### config.mk
export PLATFORM = sky130hd
export DESIGN_NAME = freeze_mode_pad_control
export DESIGN_NICKNAME = d
export VERILOG_FILES = /design/src/freeze_pkg.sv /design/src/freeze_mode_pad_control.sv /design/src/pad_freeze_cell.sv
export SDC_FILE = /design/constraint.sdc
export NUM_CORES = 1
export LEC_CHECK = 0
export BUFFER_PORTS_ARGS = -buffer_cell sky130_fd_sc_hd__buf_2
export CAP_MARGIN = 30
export CORE_ASPECT_RATIO = 1.4
export CORE_MARGIN = 10
export CORE_UTILIZATION = 49
export CTS_BUF_LIST = sky130_fd_sc_hd__clkbuf_8
export CTS_CLUSTER_SIZE = 30
export DETAILED_ROUTE_END_ITERATION = 7
export PLACE_DENSITY_LB_ADDON = 0.05
export SLEW_MARGIN = 20
export SYNTH_ARGS = -nofsm -noshare
export SYNTH_HDL_FRONTEND = slang
export SYNTH_SLANG_ARGS = --single-unit
export TNS_END_PERCENT = 30
### constraint.sdc
create_clock -name aclk -period 3.3 [get_ports aclk]
set_clock_uncertainty 0.2 [all_clocks]
set_input_delay 0 -clock aclk [delete_from_list [all_inputs] [get_ports aclk]]
set_output_delay 0 -clock aclk [all_outputs]
set_load 0.02 [all_outputs]
### src/freeze_pkg.sv
// Constants for the freeze mode pad control block.
// Assumes a single 20 MHz clock and an AXI4-Lite master on the register side.
// How it works
// RQ1: Type 1: freeze follows request pin only.
// RQ2: Type 2: freeze needs pin and gate.
// RQ3: Frozen unpulled pads go high impedance.
// RQ4: Frozen pulled pads show their weak pull.
// RQ5: Frozen core inputs read constant High.
// RQ6: Request pin must carry no weak pull.
// RQ7: Freeze ends when entry condition drops.
`default_nettype none
package freeze_pkg;
  localparam int          NUM_PADS      = 8;
  localparam logic [11:0] CTRL_OFFSET   = 12'h000;
  localparam logic [11:0] STATUS_OFFSET = 12'h004;
  localparam logic [11:0] PULL_OFFSET   = 12'h008;
  localparam logic [11:0] PULLUP_OFFSET = 12'h00C;
  localparam int          MODE_BIT      = 0;
  localparam int          FROZEN_BIT    = 0;
  localparam int          PIN_BIT       = 1;
  localparam int          GATE_BIT      = 2;
  localparam logic        MODE_RESET    = 1'b0;
  localparam logic [1:0]  RESP_OKAY     = 2'b00;
  localparam logic [1:0]  RESP_SLVERR   = 2'b10;
endpackage
`default_nettype wire

### src/freeze_mode_pad_control.sv
// Freeze mode decision, pad control and AXI4-Lite register slave.
// Assumes request pin and pad inputs are asynchronous; core signals use aclk.
//
// Our own choices: register access over AXI4-Lite and the placing of the registers.
`default_nettype none
module freeze_mode_pad_control
  import freeze_pkg::*;
#(
  parameter int PADS = freeze_pkg::NUM_PADS
) (
  input  wire logic            aclk,
  input  wire logic            aresetn,
  input  wire logic            freeze_request_pin,
  input  wire logic            user_freeze_gate,
  input  wire logic [PADS-1:0] core_out,
  input  wire logic [PADS-1:0] core_oe_n,
  input  wire logic [PADS-1:0] pad_in,
  output logic      [PADS-1:0] pad_out,
  output logic      [PADS-1:0] pad_oe_n,
  output logic      [PADS-1:0] pad_pull_en,
  output logic      [PADS-1:0] pad_pull_up,
  output logic      [PADS-1:0] core_in,
  output logic                 frozen,
  input  wire logic [11:0]     s_axi_awaddr,
  input  wire logic            s_axi_awvalid,
  output logic                 s_axi_awready,
  input  wire logic [31:0]     s_axi_wdata,
  input  wire logic [3:0]      s_axi_wstrb,
  input  wire logic            s_axi_wvalid,
  output logic                 s_axi_wready,
  output logic [1:0]           s_axi_bresp,
  output logic                 s_axi_bvalid,
  input  wire logic            s_axi_bready,
  input  wire logic [11:0]     s_axi_araddr,
  input  wire logic            s_axi_arvalid,
  output logic                 s_axi_arready,
  output logic [31:0]          s_axi_rdata,
  output logic [1:0]           s_axi_rresp,
  output logic                 s_axi_rvalid,
  input  wire logic            s_axi_rready
);
  import freeze_pkg::*;

  // Pad words must fit one 32-bit register
  if (PADS < 1 || PADS > 32) begin : g_bad_pads
    $error("PADS must be 1 to 32");
  end

  // Pin and pad inputs cross into aclk
  logic            req_s1_q, req_s2_q;
  logic [PADS-1:0] pad_s1_q, pad_s2_q;
  always_ff @(posedge aclk) begin
    if (!aresetn) begin
      req_s1_q <= 1'b0;
      req_s2_q <= 1'b0;
      pad_s1_q <= '0;
      pad_s2_q <= '0;
    end else begin
      req_s1_q <= freeze_request_pin;
      req_s2_q <= req_s1_q;
      pad_s1_q <= pad_in;
      pad_s2_q <= pad_s1_q;
    end
  end

  // Register state
  logic            mode2_q, mode2_d;
  logic [PADS-1:0] pull_en_q, pull_en_d, pull_up_q, pull_up_d;
  logic            frozen_q, frozen_d;
  logic            aw_q, aw_d, w_q, w_d, bvalid_q, bvalid_d, rvalid_q, rvalid_d;
  logic [11:0]     awaddr_q, awaddr_d;
  logic [31:0]     wdata_q, wdata_d, rdata_q, rdata_d;
  logic [1:0]      bresp_q, bresp_d, rresp_q, rresp_d;
  logic [31:0]     pad_word;

  always_comb begin
    pad_word = '0;
    pad_word[PADS-1:0] = pull_en_q;
  end

  // Freeze decision
  always_comb begin
    if (mode2_q) begin
      frozen_d = req_s2_q & user_freeze_gate; // RQ2 RQ7
    end else begin
      frozen_d = req_s2_q; // RQ1 RQ7
    end
  end

  always_comb begin
    mode2_d   = mode2_q;
    pull_en_d = pull_en_q;
    pull_up_d = pull_up_q;
    aw_d      = aw_q;
    w_d       = w_q;
    awaddr_d  = awaddr_q;
    wdata_d   = wdata_q;
    bvalid_d  = bvalid_q;
    bresp_d   = bresp_q;
    rvalid_d  = rvalid_q;
    rdata_d   = rdata_q;
    rresp_d   = rresp_q;
    if (s_axi_awvalid && s_axi_awready) begin
      aw_d     = 1'b1;
      awaddr_d = s_axi_awaddr;
    end
    if (s_axi_wvalid && s_axi_wready) begin
      w_d     = 1'b1;
      wdata_d = s_axi_wdata;
    end
    if (aw_q && w_q && !bvalid_q) begin
      aw_d     = 1'b0;
      w_d      = 1'b0;
      bvalid_d = 1'b1;
      bresp_d  = RESP_OKAY;
      case ({awaddr_q[11:2], 2'b00})
        CTRL_OFFSET: begin
          mode2_d = wdata_q[MODE_BIT];
        end
        PULL_OFFSET: begin
          pull_en_d = wdata_q[PADS-1:0];
        end
        PULLUP_OFFSET: begin
          pull_up_d = wdata_q[PADS-1:0];
        end
        STATUS_OFFSET: begin
          bresp_d = RESP_OKAY;
        end
        default: begin
          bresp_d = RESP_SLVERR;
        end
      endcase
    end
    if (bvalid_q && s_axi_bready) begin
      bvalid_d = 1'b0;
    end
    if (s_axi_arvalid && s_axi_arready) begin
      rvalid_d = 1'b1;
      rresp_d  = RESP_OKAY;
      rdata_d  = '0;
      case ({s_axi_araddr[11:2], 2'b00})
        CTRL_OFFSET: begin
          rdata_d[MODE_BIT] = mode2_q;
        end
        STATUS_OFFSET: begin
          rdata_d[FROZEN_BIT] = frozen_q;
          rdata_d[PIN_BIT]    = req_s2_q;
          rdata_d[GATE_BIT]   = user_freeze_gate;
        end
        PULL_OFFSET: begin
          rdata_d = pad_word;
        end
        PULLUP_OFFSET: begin
          rdata_d[PADS-1:0] = pull_up_q;
        end
        default: begin
          rresp_d = RESP_SLVERR;
        end
      endcase
    end else if (rvalid_q && s_axi_rready) begin
      rvalid_d = 1'b0;
    end
  end

  always_ff @(posedge aclk) begin
    if (!aresetn) begin
      mode2_q   <= MODE_RESET;
      pull_en_q <= '0;
      pull_up_q <= '0;
      frozen_q  <= 1'b0;
      aw_q      <= 1'b0;
      w_q       <= 1'b0;
      awaddr_q  <= '0;
      wdata_q   <= '0;
      bvalid_q  <= 1'b0;
      bresp_q   <= RESP_OKAY;
      rvalid_q  <= 1'b0;
      rdata_q   <= '0;
      rresp_q   <= RESP_OKAY;
    end else begin
      mode2_q   <= mode2_d;
      pull_en_q <= pull_en_d;
      pull_up_q <= pull_up_d;
      frozen_q  <= frozen_d;
      aw_q      <= aw_d;
      w_q       <= w_d;
      awaddr_q  <= awaddr_d;
      wdata_q   <= wdata_d;
      bvalid_q  <= bvalid_d;
      bresp_q   <= bresp_d;
      rvalid_q  <= rvalid_d;
      rdata_q   <= rdata_d;
      rresp_q   <= rresp_d;
    end
  end

  // Address and data each held until the write completes
  assign s_axi_awready = !aw_q && !bvalid_q;
  assign s_axi_wready  = !w_q && !bvalid_q;
  assign s_axi_bvalid  = bvalid_q;
  assign s_axi_bresp   = bresp_q;
  assign s_axi_arready = !rvalid_q;
  assign s_axi_rvalid  = rvalid_q;
  assign s_axi_rdata   = rdata_q;
  assign s_axi_rresp   = rresp_q;
  assign frozen        = frozen_q;

  // Request pin has no pull cell; keeping it clean is the board's job
  genvar i;
  generate
    for (i = 0; i < PADS; i++) begin : g_pad
      pad_freeze_cell u_cell (
        .frozen      (frozen_q),
        .pull_en     (pull_en_q[i]),
        .pull_up     (pull_up_q[i]),
        .core_out    (core_out[i]),
        .core_oe_n   (core_oe_n[i]),
        .pad_in      (pad_s2_q[i]),
        .pad_out     (pad_out[i]),
        .pad_oe_n    (pad_oe_n[i]),
        .pad_pull_en (pad_pull_en[i]),
        .pad_pull_up (pad_pull_up[i]),
        .core_in     (core_in[i])
      );
    end
  endgenerate

  type1_entry_a: assert property (@(posedge aclk) disable iff (!aresetn)
    !mode2_q && $stable(mode2_q) ##0 req_s2_q |=> frozen_q) // RQ1
    else $error("type 1 did not freeze on request");
  type2_gate_a: assert property (@(posedge aclk) disable iff (!aresetn)
    mode2_q && !user_freeze_gate |=> !frozen_q) // RQ2
    else $error("type 2 froze without gate");
  type2_both_a: assert property (@(posedge aclk) disable iff (!aresetn)
    mode2_q && req_s2_q && user_freeze_gate |=> frozen_q) // RQ2
    else $error("type 2 did not freeze with pin and gate");
  pad_tristate_a: assert property (@(posedge aclk) disable iff (!aresetn)
    frozen_q |-> pad_oe_n == {PADS{1'b1}}) // RQ3
    else $error("pad driven while frozen");
  pull_kept_a: assert property (@(posedge aclk) disable iff (!aresetn)
    frozen_q |-> pad_pull_en == pull_en_q && pad_pull_up == pull_up_q) // RQ4
    else $error("weak pull lost while frozen");
  core_high_a: assert property (@(posedge aclk) disable iff (!aresetn)
    frozen_q |-> core_in == {PADS{1'b1}}) // RQ5
    else $error("core input not High while frozen");
  freeze_exit_a: assert property (@(posedge aclk) disable iff (!aresetn)
    !req_s2_q |=> !frozen_q ##0 core_in == pad_s2_q) // RQ7
    else $error("freeze held after request dropped");
  write_resp_a: assert property (@(posedge aclk) disable iff (!aresetn)
    aw_q && w_q && !bvalid_q |=> bvalid_q)
    else $error("write response missing");
endmodule
`default_nettype wire

### src/pad_freeze_cell.sv
// One pad's freeze behaviour: output gating and core input forcing.
// Assumes freeze is a registered level from the same clock.
`default_nettype none
module pad_freeze_cell (
  input  wire logic frozen,
  input  wire logic pull_en,
  input  wire logic pull_up,
  input  wire logic core_out,
  input  wire logic core_oe_n,
  input  wire logic pad_in,
  output logic      pad_out,
  output logic      pad_oe_n,
  output logic      pad_pull_en,
  output logic      pad_pull_up,
  output logic      core_in
);
  // Output enable ignored while frozen
  assign pad_oe_n    = frozen ? 1'b1 : core_oe_n; // RQ3
  assign pad_out     = core_out;
  // Weak pull stays configured, never driven
  assign pad_pull_en = pull_en; // RQ4
  assign pad_pull_up = pull_up; // RQ4
  assign core_in     = frozen ? 1'b1 : pad_in; // RQ5
endmodule
`default_nettype wire

==> results of run 1 <==
[state kept, by name, summed over array words and instances (netlist names)]
signal	cells
wdata_q	8
req_s2_q	1
aw_q	1
req_s1_q	1
s_axi_rdata	8
s_axi_bvalid	1
pad_s1_q	8
pull_up_q	8
mode2_q	1
pull_en_q	8
s_axi_bresp	1
frozen	1
w_q	1
awaddr_q	10
s_axi_rresp	1
pad_s2_q	8
s_axi_rvalid	1
[cell usage in the layout, fill, tap and decap left out, types with 6 or more instances in the layout]
| master | count |
|---|---|
| nand2_1 | 29 |
| and2_1 | 19 |
| conb_1 | 26 |
| mux2i_1 | 40 |
| dfxtp_1 | 68 |
| o21ai_1 | 6 |
| or2_2 | 16 |
| clkbuf_8 | 9 |
| nor2_1 | 25 |
| buf_2 | 100 |
| dlygate4sd3_1 | 54 |
| nand3_1 | 7 |
[report_power, final]
| part | total (uW) | internal, uW | switching [uW] | leakage [uW] |
|---|---|---|---|---|
| logic | 279 | 132 | 147 | 0.00128 |
| registers | 875 | 853 | 22.2 | 0.000556 |
| clock network | 831 | 506 | 324 | 0.000120 |
| total | 1990 | 1490 | 493 | 0.00196 |
[worst paths after layout]
check	startpoint	endpoint	slack (ns)	cells past startpoint
worst min-delay path	s_axi_araddr[3]	s_axi_rdata[7]$_SDFFE_PN0P_	0.04	4
worst max register to register	frozen$_SDFF_PN0_	s_axi_rdata[0]$_SDFFE_PN0P_	1.28	4
worst min register to register	pad_s1_q[4]$_SDFF_PN0_	pad_s2_q[4]$_SDFF_PN0_	0.23	1
worst max-delay path	s_axi_araddr[10]	s_axi_rdata[2]$_SDFFE_PN0P_	0.90	7
[worst reg2reg max path, delay by kind of cell (launching register included)]
kind / cells / cell delay, ns
muxes: 1 / 0.52
and+or+nand+nor: 1 / 0.11
buffers and inverters: 1 / 0.56
AOI/OAI and AO/OA: 1 / 0.06
DFF: 1 / 0.45
[cell type report]
cell class	count	area share [%]
multi-input cells	201	31.9
repair buffers	156	26.0
well taps	72	2.22
inverters	3	0.277
flip-flops and latches	68	33.5
clock inverters	7	3.05
clock buffers	9	3.05
[cell families after synthesis]
kind of cell,Yosys count
buffers and inverters,83
other,1
flip-flops,68
AO/OA/AOI/OAI,16
multiplexers,43
AND/OR/NAND/NOR,116
[per-stage QoR]
stage                     instance area, um2  hold slack, ns
final                                   4060          0.0434
after global placement                  3260          -0.200
after global routing                    4060          0.0913
after detailed placement                3270          -0.200
after floorplan                         3220         -0.0874
after CTS                               4060          0.0395
[metal layers]
| layer | part of all wire [%] | GRT usage (%) |
|---|---|---|
| met3 | 8.5 | 4.20 |
| met2 | 51 | 25.9 |
| met1 | 39 | 14.9 |
| met4 | 1.7 | 7.36 |
| met5 | 0 | 0 |
==> impl_metrics.ini, run 1 <==
[finish]
area_growth_pct = 29.8
utilization_pct = 65.4
drive_gt1_share_pct = 32.0
final_nets = 532
n_antenna_cell = 0
fillers = 524
multi_input_area_um2 = 1290
seq_area_um2 = 1360
fin_cells = 516

[place]
place.port_buffers = 100
place_congestion = 0.719
placed_cells = 446
dp_hpwl_um = 5220
place_ws_ns = 1.45

[die]
core_um2 = 6210
placementRows = 34
fp.dieW_um = 87.5
die_h_um = 115
initial_core_util_pct = 50.4
boundaryPins = 175
die-area_um2 = 10000

[synth]
yosysMostFrequentCell = dfxtp_1
yosys_warnings = 0
synth_edf_count = 0
ys.flop_type = dfxtp_1
muxShareOfSynthArea_pct = 14.2
yosys-top-cells-count = dfxtp_1, buf_4, mux2i_1
seq_area_frac_synth_pct = 43.5
synth_top_area_share_pct = 43.5
synth_top_family_by_area = simple AND/OR/NAND/NOR gates
synth_area_leaders = dfxtp_1, buf_4, mux2i_1, and2_1, nand2_1
async_flop_share_pct = 0
synth_fa_ha_area_share_pct = 0
synth_compound_area_share_pct = 3.24
yosys.area_share.simple_pct = 20.6
synth_cell_types = 36
ys_seq_elements = 68
synth_xor_area_share_pct = 0
netlist_area_um2 = 3130
syn_inst = 327
avgSynthCellArea_um2 = 9.57
synth_top_area_cell = dfxtp_1

[clocking]
cts_root_buf = clkbuf_8
hold_buffers = 54
cts_resized = 0
cts_buffer_depth = 2
htreeDepth = 3
worst_skew_pair.late_latency_ns = 0.35
cts_setup_buffers = 0
clock_sinks = 68
clk_transition_reported_paths_ns = 0.08
cts_buffers = 9
cts_tree = yes

[status]
status = finished, final reports clean

[global_routing]
overflow = 0
grt_start_max_net_pins = 29
grt_pass1_vias = 2444
grt_usage_pct = 14.6
grt_pass1_wl_um = 11800
antenna_found_initial = 0

[timing]
worst_pin_slew_ns = 0.860
maxSlewViolCount = 0
layout_setup_ws_ns = 0.902
fin_crit_sh_pct = 72.7
finalSetupViolCount = 0
setup_tns_ns = 0
finalHoldViolCount = 0
slew-limit-headroom_pct = 42.4
max_freq_mhz = 417
period_minus_slack_ns = 2.40
rsz0062_at_grt = false

[job]
max_cap_violations = 0

[critical_path]
cpMostUsedCell = dlygate4sd3_1
end_kind = flip-flop
slowest_delay_ns = 0.64
worst_path_max_delay_cell = dlygate4sd3_1
worstSetupStartpointType = input pin
path_cells = dlygate4sd3_1 -> buf_2 -> nor4_1 -> dlygate4sd3_1 -> nand3_1 -> dlygate4sd3_1 -> a211oi_1
path_delay_family = buffers and inverters
critPathRequiredTime_ns = 3.35
crit_type = in2reg
cp_data_arrival_time_ns = 2.45
path_max_fanout = 2
critical_path_buf_inv_count = 4

[route]
wire_per_inst_um = 14.3
route.detailed.drc = 0
first_iter_violations = 77
wl_um = 7390
vias = 2343
ant_nets = 0
drt-pass1-iter-count = 5
via_per_inst = 4.54

[min_path]
min_path_type = in2reg

[pwr]
power_uw = 1990
power_per_cell_area_nw_per_um2 = 489
ir_drop_v = 0.000280
leakage_uw = 0.00196
(Power assumes the default switching activity.)
==> run 2, diff against run 1 <==
--- a/config.mk
+++ b/config.mk
@@ -9,7 +9,7 @@
 export CAP_MARGIN = 30
 export CORE_ASPECT_RATIO = 1.4
 export CORE_MARGIN = 10
-export CORE_UTILIZATION = 49
+export CORE_UTILIZATION = 46
 export CTS_BUF_LIST = sky130_fd_sc_hd__clkbuf_8
 export CTS_CLUSTER_SIZE = 30
 export DETAILED_ROUTE_END_ITERATION = 7
==> constraint.sdc (replaced) <==
create_clock -name aclk -period 2.4 [get_ports aclk]
set_clock_uncertainty 0.2 [all_clocks]
set_input_delay 0 -clock aclk [delete_from_list [all_inputs] [get_ports aclk]]
set_output_delay 0 -clock aclk [all_outputs]
set_load 0.02 [all_outputs]
==> impl_metrics.ini, run 2 (same netlist as run 1, synthesis figures left out) <==
[timing]
finalSetupViolCount = 0
rsz0062_at_grt = false
setup_tns_ns = 0
worst_pin_slew_ns = 0.793
maxSlewViolCount = 0
slew-limit-headroom_pct = 47.1
fin_crit_sh_pct = 90.9
period_minus_slack_ns = 2.18
max_freq_mhz = 458
finalHoldViolCount = 0
holdWs_ns = 0.0567

[finish]
drive_gt1_share_pct = 32.1
top_register = awaddr_q
final_nets = 533
multi_input_area_um2 = 1290
area_growth_pct = 28.6
layout_common_cells = buf_2, dfxtp_1, dlygate4sd3_1
seq_area_um2 = 1360
fillers = 588
n_antenna_cell = 0
final_common_cell = buf_2
largest_register_ffs = 10
fin_cells = 537

[global_routing]
antenna_found_initial = 0
grt_pass1_wl_um = 11800
grt_pass1_vias = 2382
overflow = 0
grt_start_max_net_pins = 31
grt_usage_pct = 14.1

[critical_path]
reg2regPathDepth = 4
end_kind = flip-flop
critPathCapture = s_axi_rdata[0]$_SDFFE_PN0P_
cp_data_arrival_time_ns = 2.25
r2r-end = s_axi_rdata[0]$_SDFFE_PN0P_
cp-startpoint = s_axi_araddr[9]
crit-reg2reg-launch = frozen$_SDFF_PN0_
critPathRequiredTime_ns = 2.47
r2r_slack_ns = 0.39
worstSetupStartpointType = input pin
crit_type = in2reg
path_max_fanout = 3

[route]
first_iter_violations = 43
wl_um = 7500
via_per_inst = 4.42
route.detailed.drc = 0
wire_per_inst_um = 14.0
ant_nets = 0
drt-pass1-iter-count = 4
vias = 2374

[clocking]
htreeDepth = 3
cts_buffer_depth = 2
cts_root_buf = clkbuf_8
cts_resized = 0
cts_buffers = 9
clk_transition_reported_paths_ns = 0.07
worst_skew_pair.late_latency_ns = 0.34
cts_tree = yes
clock_sinks = 68

[pwr]
power_uw = 2430
leakage_uw = 0.00194
power_per_cell_area_nw_per_um2 = 604
ir_drop_v = 0.000382

[place]
place_congestion = 0.710
place.port_buffers = 100
placed_cells = 467
dp_hpwl_um = 5290

[min_path]
min_path_cells = 4
min_path_type = in2reg

[die]
core_um2 = 6610
boundaryPins = 175
die_h_um = 118
die-area_um2 = 10500
placementRows = 35
initial_core_util_pct = 47.3
fp.dieW_um = 89.7

[status]
status = finished, final reports clean

[job]
max_cap_violations = 0
==> run 2: cell types whose count changed in the layout (fill, tap and decap cells not counted), sizes merged <==
cell	delta
buf	+1
clkinvlp	+1
clkbuf	+1
bufinv	-3
clkinv	+1
==> run 2: metal layers <==
metal / global-route usage, % / share of wire, %
met3: 4.50 / 9.7
met1: 15.8 / 39
met4: 5.99 / 1.4
met2: 23.3 / 50
met5: 0 / 0
==> run 2: critical path, stage by stage <==
cell	delay [ns]
dlygate4sd3_1	0.52
buf_2	0.11
nor4_1	0.20
dlygate4sd3_1	0.65
nand4_1	0.09
dlygate4sd3_1	0.57
o21ai_1	0.11
==> run 2: stage by stage <==
step	setup slack, ns	cell area, um2	util [%]
detailed placement	0.527	3300	50.0
floorplan	0.850	3220	-
finish	0.218	4020	60.8
CTS	0.236	4020	60.8
global placement	0.578	3300	50.0
global route	0.111	4020	60.8
==> run 2: layout make-up <==
cell class | instances | area share (%)
well taps | 92 | 2.86
flip-flops and latches | 68 | 33.9
multi-input cells | 201 | 32.2
clock inverters | 6 | 0.965
repair buffers | 157 | 26.4
inverters | 3 | 0.280
clock buffers | 10 | 3.42
==> run 2: worst min-delay path by stage <==
stage	from	endpoint	slack, ns
after detailed placement	core_out[1]	pad_out[1]	-0.20
after global placement	core_out[1]	pad_out[1]	-0.20
final	s_axi_araddr[3]	s_axi_rdata[7]$_SDFFE_PN0P_	0.06
after floorplan	core_out[0]	pad_out[0]	-0.09
after global routing	s_axi_wvalid	w_q$_SDFFE_PP0P_	0.10
after CTS	s_axi_wvalid	w_q$_SDFFE_PP0P_	0.05
==> run 2: power breakdown <==
part / switching (uW) / leakage, uW / internal, uW
Clock: 440 / 0.0000885 / 401
Sequential: 30.6 / 0.000556 / 1170
Combinational: 202 / 0.00130 / 182
Total: 673 / 0.00194 / 1760
==> run 2: what timing repair did <==
| item | CTS | global route |
|---|---|---|
| setup buffers | 0 | 0 |
| hold buffers | 54 | 0 |
| hold endpoints to repair | 59 | 0 |
